<file path="config.mk">
export PLATFORM = sky130hd
export DESIGN_NAME = basic_timer
export DESIGN_NICKNAME = d
export VERILOG_FILES = /design/src/hdl/basic_timer_pkg.sv /design/src/hdl/basic_timer.sv
export SDC_FILE = /design/constraint.sdc
export NUM_CORES = 1
export LEC_CHECK = 0
export BUFFER_PORTS_ARGS = -buffer_cell sky130_fd_sc_hd__buf_2
export CORE_AREA = 5 5 167 169
export CTS_CLUSTER_SIZE = 8
export DETAILED_ROUTE_END_ITERATION = 8
export DIE_AREA = 0 0 172 174
export PLACE_DENSITY_LB_ADDON = 0.12
export SETUP_SLACK_MARGIN = 0.15
export SLEW_MARGIN = 30
export SYNTH_ARGS = -nofsm -noshare
export SYNTH_HDL_FRONTEND = slang
export SYNTH_SLANG_ARGS = --single-unit
export TNS_END_PERCENT = 10
</file>
<file path="constraint.sdc">
create_clock -name clk_in -period 5.9 [get_ports clk_in]
set_input_delay 1.18 -clock clk_in [delete_from_list [all_inputs] [get_ports clk_in]]
set_output_delay 1.18 -clock clk_in [all_outputs]
set_load 0.01 [all_outputs]
</file>
<file path="src/hdl/basic_timer_pkg.sv">
// Constants for the basic timer update, counter and prescaler block.
// Assumes a 10 MHz functional clock and a simple strobe register port.
package basic_timer_pkg;
	localparam logic [7:0] CONTROL_ONE_ADDR = 8'h00;
	localparam logic [7:0] SLAVE_CTRL_ADDR = 8'h08;
	localparam logic [7:0] IRQ_DMA_ENABLE_ADDR = 8'h0C;
	localparam logic [7:0] UPDATE_STATUS_ADDR = 8'h10;
	localparam logic [7:0] EVENT_TRIGGER_ADDR = 8'h14;
	localparam logic [7:0] COUNT_VALUE_ADDR = 8'h24;
	localparam logic [7:0] PRESCALE_DIVIDER_ADDR = 8'h28;
	localparam logic [7:0] RELOAD_LIMIT_ADDR = 8'h2C;
	localparam logic [7:0] IRQ_MASK_ADDR = 8'h30;
	localparam int UPDATE_DISABLE_BIT = 1;
	localparam int UPDATE_SOURCE_BIT = 2;
	localparam int DIRECTION_BIT = 4;
	localparam int CENTER_LSB = 5;
	localparam int FORCE_UPDATE_BIT = 0;
	localparam int UPDATE_FLAG_BIT = 0;
	localparam int IRQ_ENABLE_BIT = 0;
	localparam int DMA_ENABLE_BIT = 8;
	localparam int SLAVE_MODE_LSB = 16;
	localparam logic [2:0] SLAVE_MODE_RESET = 3'h1;
	localparam logic [31:0] REG_RESET = 32'h0;
	localparam logic [15:0] PRESCALE_RESET = 16'h0;
endpackage

</file>
<file path="src/hdl/basic_timer.sv">
// Basic timer: counter, prescaler, auto-reload and update event logic.
// Assumes a register master per the strobe port; trigger pin is async.
`timescale 1ns/1ns

module basic_timer
	import basic_timer_pkg::*;
(
	input wire logic clk_in,
	input wire logic rstn_in,
	input wire logic [7:0] addr_in,
	input wire logic [31:0] wdata_in,
	input wire logic wr_in,
	input wire logic rd_in,
	output logic [31:0] rdata_out,
	input wire logic slave_trigger_input_in,
	output logic update_irq_out,
	output logic update_dma_req_out,
	output logic update_event_out
);
	typedef enum logic [1:0] {
		DIR_UP = 2'b00,
		DIR_DOWN = 2'b01
	} dir_t;

	logic [31:0] control_one;
	logic [31:0] slave_ctrl;
	logic [31:0] irq_dma_enable_reg;
	logic [31:0] irq_mask;
	logic update_pending_flag;
	logic force_update;
	logic [31:0] count_value;
	logic [15:0] prescale_divider;
	logic [15:0] active_prescale;
	logic [15:0] prescale_count;
	logic [31:0] reload_limit;
	logic [31:0] active_reload;
	logic [2:0] trig_sync;
	logic trig_level;
	logic update_disable;
	logic update_source_select;
	logic count_down;
	logic centered;
	logic slave_reset_mode;
	logic trig_rise;
	logic reinit;
	logic tick;
	logic overflow;
	logic update_event;
	logic flag_set;
	logic wr_status_clear;
	dir_t dir;

	assign update_disable = control_one[UPDATE_DISABLE_BIT];
	assign update_source_select = control_one[UPDATE_SOURCE_BIT];
	assign centered = |control_one[CENTER_LSB+1:CENTER_LSB];
	assign dir = (control_one[DIRECTION_BIT] && !centered) ? DIR_DOWN
		: DIR_UP;
	assign count_down = (dir == DIR_DOWN);
	assign slave_reset_mode =
		slave_ctrl[SLAVE_MODE_LSB+2:SLAVE_MODE_LSB] == SLAVE_MODE_RESET;

	// ------------------------------------------------------------
	// Trigger input synchroniser
	// ------------------------------------------------------------
	always_ff @(posedge clk_in or negedge rstn_in) begin
		if (!rstn_in) begin
			trig_sync <= 3'h0;
		end else begin
			trig_sync <= {trig_sync[1:0], slave_trigger_input_in};
		end
	end

	// Level only moves once the second and third stages agree
	always_ff @(posedge clk_in or negedge rstn_in) begin
		if (!rstn_in) begin
			trig_level <= 1'b0;
		end else if (trig_sync[1] == trig_sync[2]) begin
			trig_level <= trig_sync[2];
		end
	end

	assign trig_rise = slave_reset_mode && (trig_sync[1] == trig_sync[2])
		&& trig_sync[2] && !trig_level;

	// ------------------------------------------------------------
	// Event sources
	// ------------------------------------------------------------
	assign reinit = force_update || trig_rise;
	assign tick = (active_reload != REG_RESET)
		&& (prescale_count == active_prescale);
	assign overflow = tick && !reinit && (count_down
		? (count_value == REG_RESET)
		: (count_value >= active_reload));
	// Update disable suppresses every kind of update
	assign update_event = !update_disable && (reinit || overflow);
	assign flag_set = !update_disable && (overflow
		|| (reinit && !update_source_select));
	assign wr_status_clear = wr_in && (addr_in == UPDATE_STATUS_ADDR)
		&& !wdata_in[UPDATE_FLAG_BIT];

	// ------------------------------------------------------------
	// Control registers
	// ------------------------------------------------------------
	always_ff @(posedge clk_in or negedge rstn_in) begin
		if (!rstn_in) begin
			control_one <= REG_RESET;
			slave_ctrl <= REG_RESET;
			irq_dma_enable_reg <= REG_RESET;
			irq_mask <= REG_RESET;
			prescale_divider <= PRESCALE_RESET;
			reload_limit <= REG_RESET;
		end else if (wr_in) begin
			case (addr_in)
			CONTROL_ONE_ADDR: control_one <= wdata_in;
			SLAVE_CTRL_ADDR: slave_ctrl <= wdata_in;
			IRQ_DMA_ENABLE_ADDR: irq_dma_enable_reg <= wdata_in;
			IRQ_MASK_ADDR: irq_mask <= wdata_in;
			PRESCALE_DIVIDER_ADDR: prescale_divider <= wdata_in[15:0];
			RELOAD_LIMIT_ADDR: reload_limit <= wdata_in;
			default: ;
			endcase
		end
	end

	// Self clearing; a write of zero leaves it alone
	always_ff @(posedge clk_in or negedge rstn_in) begin
		if (!rstn_in) begin
			force_update <= 1'b0;
		end else begin
			force_update <= wr_in && (addr_in == EVENT_TRIGGER_ADDR)
				&& wdata_in[FORCE_UPDATE_BIT];
		end
	end

	// Shadow copies only move at update events
	always_ff @(posedge clk_in or negedge rstn_in) begin
		if (!rstn_in) begin
			active_prescale <= PRESCALE_RESET;
			active_reload <= REG_RESET;
		end else if (update_event) begin
			active_prescale <= prescale_divider;
			active_reload <= reload_limit;
		end
	end

	// Set beats a simultaneous software clear
	always_ff @(posedge clk_in or negedge rstn_in) begin
		if (!rstn_in) begin
			update_pending_flag <= 1'b0;
		end else if (flag_set) begin
			update_pending_flag <= 1'b1;
		end else if (wr_status_clear) begin
			update_pending_flag <= 1'b0;
		end
	end

	// ------------------------------------------------------------
	// Prescaler and counter
	// ------------------------------------------------------------
	always_ff @(posedge clk_in or negedge rstn_in) begin
		if (!rstn_in) begin
			prescale_count <= PRESCALE_RESET;
		end else if (reinit || tick || active_reload == REG_RESET) begin
			prescale_count <= PRESCALE_RESET;
		end else begin
			prescale_count <= prescale_count + 16'h1;
		end
	end

	// Reinit uses the new reload value when counting down
	always_ff @(posedge clk_in or negedge rstn_in) begin
		if (!rstn_in) begin
			count_value <= REG_RESET;
		end else if (reinit) begin
			count_value <= count_down ? reload_limit : REG_RESET;
		end else if (wr_in && addr_in == COUNT_VALUE_ADDR) begin
			count_value <= wdata_in;
		end else if (overflow) begin
			count_value <= count_down ? active_reload : REG_RESET;
		end else if (tick) begin
			count_value <= count_down ? count_value - 32'h1
				: count_value + 32'h1;
		end
	end

	// ------------------------------------------------------------
	// Read port and outputs
	// ------------------------------------------------------------
	always_ff @(posedge clk_in or negedge rstn_in) begin
		if (!rstn_in) begin
			rdata_out <= REG_RESET;
		end else if (rd_in) begin
			case (addr_in)
			CONTROL_ONE_ADDR: rdata_out <= control_one;
			SLAVE_CTRL_ADDR: rdata_out <= slave_ctrl;
			IRQ_DMA_ENABLE_ADDR: rdata_out <= irq_dma_enable_reg;
			UPDATE_STATUS_ADDR: rdata_out <= {31'h0, update_pending_flag};
			EVENT_TRIGGER_ADDR: rdata_out <= REG_RESET;
			COUNT_VALUE_ADDR: rdata_out <= count_value;
			PRESCALE_DIVIDER_ADDR: rdata_out <= {16'h0, prescale_divider};
			RELOAD_LIMIT_ADDR: rdata_out <= reload_limit;
			IRQ_MASK_ADDR: rdata_out <= irq_mask;
			default: rdata_out <= REG_RESET;
			endcase
		end else begin
			rdata_out <= REG_RESET;
		end
	end

	// Mask bit set silences the line; clear from reset so enable alone rules
	always_ff @(posedge clk_in or negedge rstn_in) begin
		if (!rstn_in) begin
			update_irq_out <= 1'b0;
			update_dma_req_out <= 1'b0;
			update_event_out <= 1'b0;
		end else begin
			update_irq_out <= update_pending_flag
				&& irq_dma_enable_reg[IRQ_ENABLE_BIT]
				&& !irq_mask[IRQ_ENABLE_BIT];
			update_dma_req_out <= flag_set
				&& irq_dma_enable_reg[DMA_ENABLE_BIT];
			update_event_out <= update_event;
		end
	end

	// ------------------------------------------------------------
	// Checks
	// ------------------------------------------------------------
	chk_flag_sets: assert property (
		@(posedge clk_in) disable iff (!rstn_in)
		flag_set |=> update_pending_flag
	) else $error("flag not set after event");

	chk_flag_holds: assert property (
		@(posedge clk_in) disable iff (!rstn_in)
		(update_pending_flag && !wr_status_clear) |=> update_pending_flag
	) else $error("flag dropped without a clear");

	chk_ovf_disable: assert property (
		@(posedge clk_in) disable iff (!rstn_in)
		(overflow && update_disable && !update_pending_flag)
		|=> !update_pending_flag
	) else $error("flag set while updates disabled");

	chk_force_source: assert property (
		@(posedge clk_in) disable iff (!rstn_in)
		(force_update && update_source_select && !update_pending_flag)
		|=> !update_pending_flag
	) else $error("forced update set flag with source select");

	chk_trig_flag: assert property (
		@(posedge clk_in) disable iff (!rstn_in)
		(trig_rise && !update_source_select && !update_disable)
		|=> update_pending_flag
	) else $error("trigger reinit missed flag");

	chk_force_clears: assert property (
		@(posedge clk_in) disable iff (!rstn_in)
		force_update |=> !force_update || $past(wr_in)
	) else $error("force update stuck");

	chk_force_reinit: assert property (
		@(posedge clk_in) disable iff (!rstn_in)
		(force_update && !count_down)
		|=> (count_value == 32'h0) && (prescale_count == 16'h0)
	) else $error("force update did not reinit");

	chk_force_down: assert property (
		@(posedge clk_in) disable iff (!rstn_in)
		(force_update && count_down) |=> count_value == $past(reload_limit)
	) else $error("downward reinit missed reload value");

	chk_prescale_hold: assert property (
		@(posedge clk_in) disable iff (!rstn_in)
		!update_event |=> $stable(active_prescale)
	) else $error("prescaler moved without update");

	chk_stopped_zero: assert property (
		@(posedge clk_in) disable iff (!rstn_in)
		(active_reload == 32'h0 && !reinit && !wr_in)
		|=> $stable(count_value)
	) else $error("counter ran with zero reload");

	chk_irq_quiet: assert property (
		@(posedge clk_in) disable iff (!rstn_in)
		!irq_dma_enable_reg[IRQ_ENABLE_BIT] |=> !update_irq_out
	) else $error("interrupt raised while disabled");

	chk_dma_gate: assert property (
		@(posedge clk_in) disable iff (!rstn_in)
		update_dma_req_out |-> $past(flag_set)
		&& $past(irq_dma_enable_reg[DMA_ENABLE_BIT])
	) else $error("DMA request without enabled update");

	chk_disable_block: assert property (
		@(posedge clk_in) disable iff (!rstn_in)
		update_disable |-> !update_event
	) else $error("update while disabled");

	chk_preload_frozen: assert property (
		@(posedge clk_in) disable iff (!rstn_in)
		update_disable |=> $stable(active_reload)
	) else $error("reload copied while updates disabled");

	chk_wrap_zero: assert property (
		@(posedge clk_in) disable iff (!rstn_in)
		(overflow && !count_down && !wr_in) |=> count_value == 32'h0
	) else $error("upward overflow did not wrap");

	chk_irq_gate: assert property (
		@(posedge clk_in) disable iff (!rstn_in)
		(update_pending_flag && irq_dma_enable_reg[IRQ_ENABLE_BIT]
		&& !irq_mask[IRQ_ENABLE_BIT]) |=> update_irq_out
	) else $error("interrupt missing");

	cov_overflow: cover property (@(posedge clk_in) disable iff (!rstn_in)
		overflow && !count_down);
	cov_force: cover property (@(posedge clk_in) disable iff (!rstn_in)
		force_update ##1 update_pending_flag);
	cov_trigger: cover property (@(posedge clk_in) disable iff (!rstn_in)
		trig_rise);
	cov_irq: cover property (@(posedge clk_in) disable iff (!rstn_in)
		update_irq_out);
	cov_dma: cover property (@(posedge clk_in) disable iff (!rstn_in)
		update_dma_req_out);
endmodule // basic_timer

</file>
Yosys cells after proc, flatten, opt, wreduce, memory -nomap -nowiden. Cells that the tools add are included.

Flip-flop bits (word level): 313. Input port bits: 45. Word-level logic and storage cells: 91.

$add $sub $neg: 3. Order comparisons: 1. Equal/unequal tests: 12. Muxes and demuxes: 14. Reductions and logical operators: 43.

Operators with widths (number): 32-bit 2-to-1 mux (8); 32-bit one-hot mux with 8 select lines (1); 32-bit logical NOT (2); 32-bit by 1-bit adder with 32-bit output, second input constant (1); 8-bit by 6-bit == test with 1-bit output, second input constant (4); 32-bit >= comparator (1); 32-bit nonzero test (1); 32-bit by 1-bit subtractor with 32-bit output, second input constant (1); 1-bit logical AND (18); 16-bit by 1-bit adder with 16-bit output, second input constant (1); 16-bit == test (1); 8-bit by 4-bit == test with 1-bit output, second input constant (2); 8-bit by 5-bit == test with 1-bit output, second input constant (2); 16-bit 2-to-1 mux (1); 2-bit AND reduction (6); 8-bit logical NOT (1); 1-bit logical NOT (7); 1-bit logical OR (5); 1-bit 2-to-1 mux (4); 4-bit nonzero test (1); 3-bit by 1-bit == test with 1-bit output, second input constant (1); 2-bit nonzero test (1); 2-bit OR reduction (1); 1-bit == test (1); 1-bit == test, second input constant (1).

Depth between registers and ports, before layout. Gate-level depths: netlist of the first run.

Depth after elaboration: 11. Mapped depth: 15. Gate-level depth less buffers: 11.

Least setup slack after synthesis of the first run. OpenSTA, ideal clock, no wires.

Path kind: register -> register. Start: register control_one[6]. End: register count_value[26]. Data arrival time: 3531 ps. Data required time: 5810 ps. Slack: 2279 ps. Cell stages (with the launch flop): 16. Clock period less this slack: 3621 ps. Cells stage by stage: dfrtp_1 -> or3b_2 -> clkbuf_1 -> buf_2 -> buf_2 -> buf_1 -> xnor2_1 -> ha_1 -> or4_1 -> nor3_1 -> a2bb2oi_1 -> nor2_1 -> or3_1 -> a211oi_1 -> a31oi_1 -> o221ai_1.

Cells in the longest elaborated chain, start to end: 10. Elaborated cells on any way between the ends: 15. Those cells by class: eq/ne: 1; mux: 9; reduce/logical: 5.

Ends and longest elaborated chain: start, declared (RTL line basic_timer.sv:25) `logic [31:0] control_one;`; start signal, assigned (RTL line basic_timer.sv:114) `CONTROL_ONE_ADDR: control_one <= wdata_in;`; 2-bit OR reduction * (RTL line basic_timer.sv:55) `assign centered = |control_one[CENTER_LSB+1:CENTER_LSB];`; 1-bit logical NOT * (RTL line basic_timer.sv:56) `assign dir = (control_one[DIRECTION_BIT] && !centered) ? DIR_DOWN`; 1-bit logical AND * (RTL line basic_timer.sv:56); 1-bit 2-to-1 mux * (RTL line basic_timer.sv:56); 1-bit == test * (RTL line basic_timer.sv:58) `assign count_down = (dir == DIR_DOWN);`; 32-bit 2-to-1 mux or 1-bit 2-to-1 mux (tied branches) (RTL line basic_timer.sv:181, basic_timer.sv:92); 32-bit 2-to-1 mux or 1-bit logical AND (tied branches) (RTL line basic_timer.sv:180, basic_timer.sv:91); 32-bit 2-to-1 mux (RTL line basic_timer.sv:178) `end else if (overflow) begin`; 32-bit 2-to-1 mux (RTL line basic_timer.sv:176) `end else if (wr_in && addr_in == COUNT_VALUE_ADDR) begin`; 32-bit 2-to-1 mux (RTL line basic_timer.sv:174) `end else if (reinit) begin`; end signal, assigned (RTL line basic_timer.sv:175) `count_value <= count_down ? reload_limit : REG_RESET;`; end signal, assigned (RTL line basic_timer.sv:177) `count_value <= wdata_in;`; end signal, assigned (RTL line basic_timer.sv:179) `count_value <= count_down ? active_reload : REG_RESET;`; end, declared (RTL line basic_timer.sv:31) `logic [31:0] count_value;`.

Every way passes the cells marked *; elsewhere a longest branch is shown, timed or not. The select of a mux whose other input is x is not followed. A chain may end at the register's enable or synchronous reset.

Worst setup path in the final report of the first run.
Start: register count_value[31]. End: register count_value[8].

Cells in the longest elaborated chain, start to end: 6. Elaborated cells on any way between the ends: 8. Those cells by class: order compare: 1; mux: 4; reduce/logical: 3.

Ends and longest elaborated chain: 32-bit >= comparator or 32-bit logical NOT (tied branches) (RTL line basic_timer.sv:93, basic_timer.sv:92); 1-bit 2-to-1 mux * (RTL line basic_timer.sv:92) `? (count_value == REG_RESET)`; 1-bit logical AND * (RTL line basic_timer.sv:91) `assign overflow = tick && !reinit && (count_down`; 32-bit 2-to-1 mux (RTL line basic_timer.sv:178); 32-bit 2-to-1 mux (RTL line basic_timer.sv:176); 32-bit 2-to-1 mux (RTL line basic_timer.sv:174).

Every way passes the cells marked *; elsewhere a longest branch is shown, timed or not.

==> metrics.md, run 1 <==
| Metric | Value |
|---|---|
| Outcome | `finished, final reports clean` |
| Hold_buf cts | `0` |
| Setup slack at placement | `about 1.6 ns` |
| Non-Filler Instances | `1971` |
| Critical-path maximum fanout | `14` |
| Final Net Count | `approximately 1.7k` |
| DRT Pass-1 Iters | `9` |
| Die X | `172 µm` |
| Synthesized area | `16680 µm²` |
| H-tree depth | `2` |
| WL final | `52730 µm` |
| Vias in the first global route | `13.66k` |
| Die Ht | `around 170 µm` |
| Num CTS Buffers | `45` |
| Synth Flop Type | `dfrtp_1` |
| Net Sw Frac | `0.3915` |
| Startpoint Class | `flip-flop` |
| Max_slew headroom | `0.3185` |
| Synth cell types | `81` |
| Clk root buf | `clkbuf_16` |
| Core Util, Final | `0.7008` |
| Fin. Hold Viols | `0` |
| Post-synth EDFFs | `0` |
| P_sw | `0.002938 W` |
| GRT Util Overall | `0.3523` |
| Syn Area/Cell | `about 10 µm²` |
| Peak VDD IR | `0.2751 mV` |
| Routed Antenna Nets | `0` |
| Sequential power share | `0.380` |
| Number of I/O port buffers | `79` |
| Max cap viols | `0` |
| Setup-failing EPs final | `0` |
| Share of layout cells above drive strength 1 | `0.2363` |
| Commonest cells after routing, fill and taps aside | `313 x dfrtp_1, 198 x mux2_2, 115 x nand2_1` |
| Combinational power share | `0.321` |
| Sink Count | `roughly 310` |
| FMAX | `247.3 MHz` |
| Number of vias per cell | `7.096` |
| Synthesis-stage register bit count | `313` |
| Unrepaired setup endpoints after global routing | `no` |
| Synthesized instance count | `~1.6k` |
| Full die area | `29930 µm²` |
| First-pass GRT wire length | `81680 µm` |
| Final Skew | `around 0.013 ns` |
| Initial Util | `0.6313` |
| Via count | `13.99k` |
| Async S/R FF share, synth | `1.000` |
| Gr ovfl total | `0` |
| Most common cell after layout, fill and taps aside | `dfrtp_1` |
| Post-CTS setup buffer count | `0` |
| Max-slew violation count | `0` |
| Pint | `0.004566 W` |
| DRT iter0 DRCs | `1890` |
| Worst-Skew Late Latency | `0.54 ns` |
| Worst Max-Slew Pin Slew | `1.022 ns` |
| HPWL reported at the end of detailed placement | `35890 µm` |
| Clock Tree Buf Depth | `3` |
| Sequential area share after synthesis | `0.4695` |
| Yosys warning count | `0` |
| CTS tree | `yes` |
| CP Capture Type | `flip-flop` |
| Worst setup margin | `between 1.5 and 2 ns` |
| WP data required | `6.37 ns` |
| DRC | `0` |
| RePlAce Congestion | `0.9909` |
| Area Overhead vs Synth | `10.99%` |
| Clk slew on worst S/H paths | `around 0.050 ns` |
| CTS resizes | `0` |
| Final cycle utilization of the critical path | `0.6855` |
| TNS Setup | `0 ns` |
| Syn Nets | `1673` |
| Min-Delay Path Class | `flip-flop to flip-flop` |
| Pleak | `8.540 nW` |
| Largest net degree at the start of global routing | `147` |
| Ports | `80` |
| Pwr/cell area | `405.2 nW/µm²` |
| Antenna violations before repair | `1` |
| Crit path DAT | `4.51 ns` |
| Inst Count DP | `1921` |
| Wire length per cell | `26.75 µm` |
| Row count | `60` |
| Crit Path Category | `flip-flop to flip-flop` |
| Core area | `26430 µm²` |
| Crit path time final | `between 4 and 5 ns` |
| Clk network pwr share | `0.299` |
==> power groups by stage <==
stage,Clock [W],Combinational (W),Sequential [W]
after floorplan,0,0.00234,0.00257
after global placement,0,0.00222,0.00284
after detailed placement,0,0.00231,0.00284
after CTS,0.00226,0.00233,0.00281
after global routing,0.00236,0.00258,0.00290
final,0.00224,0.00241,0.00285
==> critical path, stage by stage, from the launching register on <==
cell	delay, ns
dfrtp_1	0.53
ha_1	0.39
nand4_1	0.20
or4_1	0.68
a21oi_1	0.19
o31a_1	0.33
o2111ai_2	0.60
mux2_2	0.52
a2111oi_2	0.37
a221o_1	0.16
==> logic make-up after synthesis <==
logic type | Yosys count | share of synthesized area
compound gates | 369 | 0.1482
xor+xnor | 57 | 0.02992
fa+ha+maj | 35 | 0.02610
buf+inv | 166 | 0.04072
flops | 313 | 0.4695
mux | 244 | 0.1628
simple gates | 410 | 0.1228
==> path summary, 6_finish.rpt <==
path                                                   from                     endpoint  slack [ns]  cells after the start
max in group asynchronous                           rstn_in  count_value[14]$_DFFE_PN0P_        3.91                      2
worst min register to register       trig_sync[0]$_DFF_PN0_       trig_sync[1]$_DFF_PN0_        0.36                      0
worst max register to register  count_value[31]$_DFFE_PN0P_   count_value[8]$_DFFE_PN0P_        1.86                      9
worst max-delay path            count_value[31]$_DFFE_PN0P_   count_value[8]$_DFFE_PN0P_        1.86                      9
worst min-delay path                 trig_sync[0]$_DFF_PN0_       trig_sync[1]$_DFF_PN0_        0.36                      0
min in group asynchronous                           rstn_in  prescale_count[4]$_DFF_PN0_        0.69                      1
==> metal layers <==
layer / part of all wire / vias up / global-route usage
li1: - / 5972 / -
met1: 0.41 / 6880 / 0.5246
met2: 0.44 / 951 / 0.5143
met3: 0.11 / 184 / 0.07300
met4: 0.042 / 0 / 0.1251
met5: 0 / - / 0
==> final cells by class <==
type	instances	area, µm²
multi-input cells	1115	8237
fillers	1958	7908
inverters	42	157.7
diodes	1	2.502
clock buffers	46	1130
clock inverters	3	48.80
repair buffers	110	683.2
well taps	341	426.7
flip-flops and latches	313	7833
==> cells in the mapped netlist, types with 36 or more instances <==
cell,n,share of area
a22oi_1,47,0.021
clkbuf_1,79,0.018
dfrtp_1,313,0.47
a21oi_1,90,0.027
nand2_1,115,0.026
inv_1,42,0.0094
nand4_1,36,0.013
o21ai_0,77,0.023
mux2_2,198,0.13
nand3_1,36,0.011
nor2_1,94,0.021
xor2_1,36,0.019
==> metrics by stage <==
| stage | total power [W] | area, µm² | hold WS (ns) |
|---|---|---|---|
| after CTS | 0.007401 | 18520 | 0.3705 |
| after global placement | 0.005065 | 17300 | 0.3438 |
| after detailed placement | 0.005158 | 17340 | 0.3394 |
| after global routing | 0.007840 | 18520 | 0.3908 |
| after floorplan | 0.004916 | 16680 | 0.3312 |
| final | 0.007504 | 18520 | 0.3614 |
Note: power is estimated with default switching activity, not from simulation.
==> run 2, diff against run 1 <==
--- a/config.mk
+++ b/config.mk
@@ -6,10 +6,10 @@
 export NUM_CORES = 1
 export LEC_CHECK = 0
 export BUFFER_PORTS_ARGS = -buffer_cell sky130_fd_sc_hd__buf_2
-export CORE_AREA = 5 5 167 169
+export CORE_AREA = 5 5 179 181
 export CTS_CLUSTER_SIZE = 8
 export DETAILED_ROUTE_END_ITERATION = 8
-export DIE_AREA = 0 0 172 174
+export DIE_AREA = 0 0 184 186
 export PLACE_DENSITY_LB_ADDON = 0.12
 export SETUP_SLACK_MARGIN = 0.15
 export SLEW_MARGIN = 30
==> constraint.sdc (replaced) <==
create_clock -name clk_in -period 3.5 [get_ports clk_in]
set_input_delay 0.7 -clock clk_in [delete_from_list [all_inputs] [get_ports clk_in]]
set_output_delay 0.7 -clock clk_in [all_outputs]
set_load 0.01 [all_outputs]
==> metrics.md, run 2 (synthesis results as in run 1) <==
| Metric | Value |
|---|---|
| Outcome | `finished, final reports clean` |
| Core area | `30270 µm²` |
| DRT iter0 DRCs | `1505` |
| TNS Setup | `0 ns` |
| DRC | `0` |
| Share of layout cells above drive strength 1 | `0.2715` |
| FMAX | `around 310 MHz` |
| Crit path DAT | `~3.6 ns` |
| Die Ht | `186 µm` |
| Pwr/cell area | `685.3 nW/µm²` |
| Tot Pwr | `0.01314 W` |
| Largest net degree at the start of global routing | `85` |
| Clk slew on worst S/H paths | `0.05 ns` |
| Hold_buf cts | `0` |
| Pint | `0.008086 W` |
| Setup slack at placement | `0.2374 ns` |
| Peak VDD IR | `0.4674 mV` |
| Max cap viols | `0` |
| Crit Path Category | `flip-flop to flip-flop` |
| Setup-failing EPs final | `0` |
| GRT Util Overall | `0.3066` |
| Critical Path Sink | `active_prescale[2]$_DFFE_PN0P_` |
| Crit path time final | `3.215 ns` |
| Net Sw Frac | `0.3844` |
| DRT Pass-1 Iters | `8` |
| P_sw | `0.005050 W` |
| Worst Max-Slew Pin Slew | `0.7641 ns` |
| First-pass GRT wire length | `~82000 µm` |
| Worst setup margin | `0.2849 ns` |
| Die X | `184 µm` |
| Antenna violations before repair | `0` |
| Final Skew | `0.01532 ns` |
| WP data required | `3.92 ns` |
| Max_slew headroom | `0.4883` |
| Wire length per cell | `24.98 µm` |
| WL final | `52310 µm` |
| RePlAce Congestion | `~1.0` |
| Row count | `between 60 and 70` |
| Most common cell after layout, fill and taps aside | `dfrtp_1` |
| Vias in the first global route | `14.01k` |
| Critical-path maximum fanout | `17` |
| Clk network pwr share | `0.291` |
| Hold Slack | `~0.16 ns` |
| Worst Reg-to-Reg Cells | `8` |
| Full die area | `34220 µm²` |
| H-tree depth | `2` |
| Non-Filler Instances | `2094` |
| Sink Count | `313` |
| Final cycle utilization of the critical path | `0.9186` |
| Clock Tree Buf Depth | `3` |
| Unrepaired setup endpoints after global routing | `yes` |
| Via count | `between 10k and 15k` |
| CP startpoint | `count_value[17]$_DFFE_PN0P_` |
| HPWL reported at the end of detailed placement | `37220 µm` |
| Worst R2R End | `active_prescale[2]$_DFFE_PN0P_` |
| Routed Antenna Nets | `0` |
| Startpoint Class | `flip-flop` |
| Clk root buf | `clkbuf_16` |
| Inst Count DP | `around 2k` |
| Gr ovfl total | `0` |
| R2R Path Start | `count_value[17]$_DFFE_PN0P_` |
| Combinational power share | `0.373` |
| Ports | `80` |
| Number of vias per cell | `6.636` |
| Number of I/O port buffers | `between 70 and 80` |
| Worst-Skew Late Latency | `between 0.5 and 0.6 ns` |
| R2R Setup Slk | `0.28 ns` |
| Min-Delay Path Class | `primary input to async pin` |
| Num CTS Buffers | `45` |
| Ant. Diodes | `0` |
| Commonest cells after routing, fill and taps aside | `311 x dfrtp_1, 198 x mux2_2, 115 x nand2_1` |
| Initial Util | `0.5512` |
| CTS tree | `yes` |
| Pleak | `8.880 nW` |
| Max-slew violation count | `0` |
| Final Net Count | `~1.8k` |
| Fin. Hold Viols | `0` |
| CP Capture Type | `flip-flop` |
| Area Overhead vs Synth | `14.89%` |
| Sequential power share | `0.336` |
run 2: cell types whose count changed in the layout (fill, tap and decap cells not counted), sizes merged:
cell / delta
buf: +68
diode: -1
clkbuf: +1
clkinv: -1
clkinvlp: +1
run 2: final cells by class:
class,count,area [µm²]
clock buffer,47,1134
clock inverter,3,47.55
fill,2502,11100
inverter,42,157.7
multi-input combinational,1115,8275
sequential,313,7835
tap,396,495.5
timing repair buffer,178,1224
run 2: what timing repair did:
item / in CTS / in global routing
hold endpoints to repair: 0 / 0
gates resized for setup: 0 / 4
endpoints found under the setup margin: 0 / 27
setup buffers: 0 / 3
run 2: routing by layer:
metal,routed length [µm],up-vias,global-route usage
met5,0,-,0
met4,1320,0,0.08193
met3,4278,118,0.05667
met2,23590,640,0.4726
met1,23120,7021,0.4498
li1,-,6116,-
run 2: metrics by stage:
step	instance area, µm²	util
after floorplan	16740	-
after global placement	17950	0.5930
after detailed placement	17950	0.5930
after CTS	19130	0.6320
after global routing	19170	0.6333
final	19170	0.6333
run 2: worst min-delay path by stage:
stage	from	end	slack, ns
finish	rstn_in	prescale_count[6]$_DFF_PN0_	0.16
global route	rstn_in	prescale_count[7]$_DFF_PN0_	0.20
CTS	rstn_in	prescale_count[4]$_DFF_PN0_	0.16
detailed placement	trig_sync[0]$_DFF_PN0_	trig_sync[1]$_DFF_PN0_	0.34
global placement	trig_sync[0]$_DFF_PN0_	trig_sync[1]$_DFF_PN0_	0.34
floorplan	trig_sync[0]$_DFF_PN0_	trig_sync[1]$_DFF_PN0_	0.33
run 2: critical path, cell delays in order, from the launching register on:
cell and delay, ns:
dfrtp_1 0.56, or4_1 0.66, nor4_2 0.24, a41o_2 0.28, nor4b_4 0.29, o21ai_2 0.20
a21oi_4 0.31, buf_12 0.20, mux2_1 0.34
run 2: power by group through the flow:
stage / sequential [W] / clock, W / combinational, W
global placement: 0.00444 / 0 / 0.00470
global route: 0.00451 / 0.00402 / 0.00582
finish: 0.00441 / 0.00382 / 0.00490
floorplan: 0.00434 / 0 / 0.00397
CTS: 0.00482 / 0.00389 / 0.00945
detailed placement: 0.00488 / 0 / 0.00939
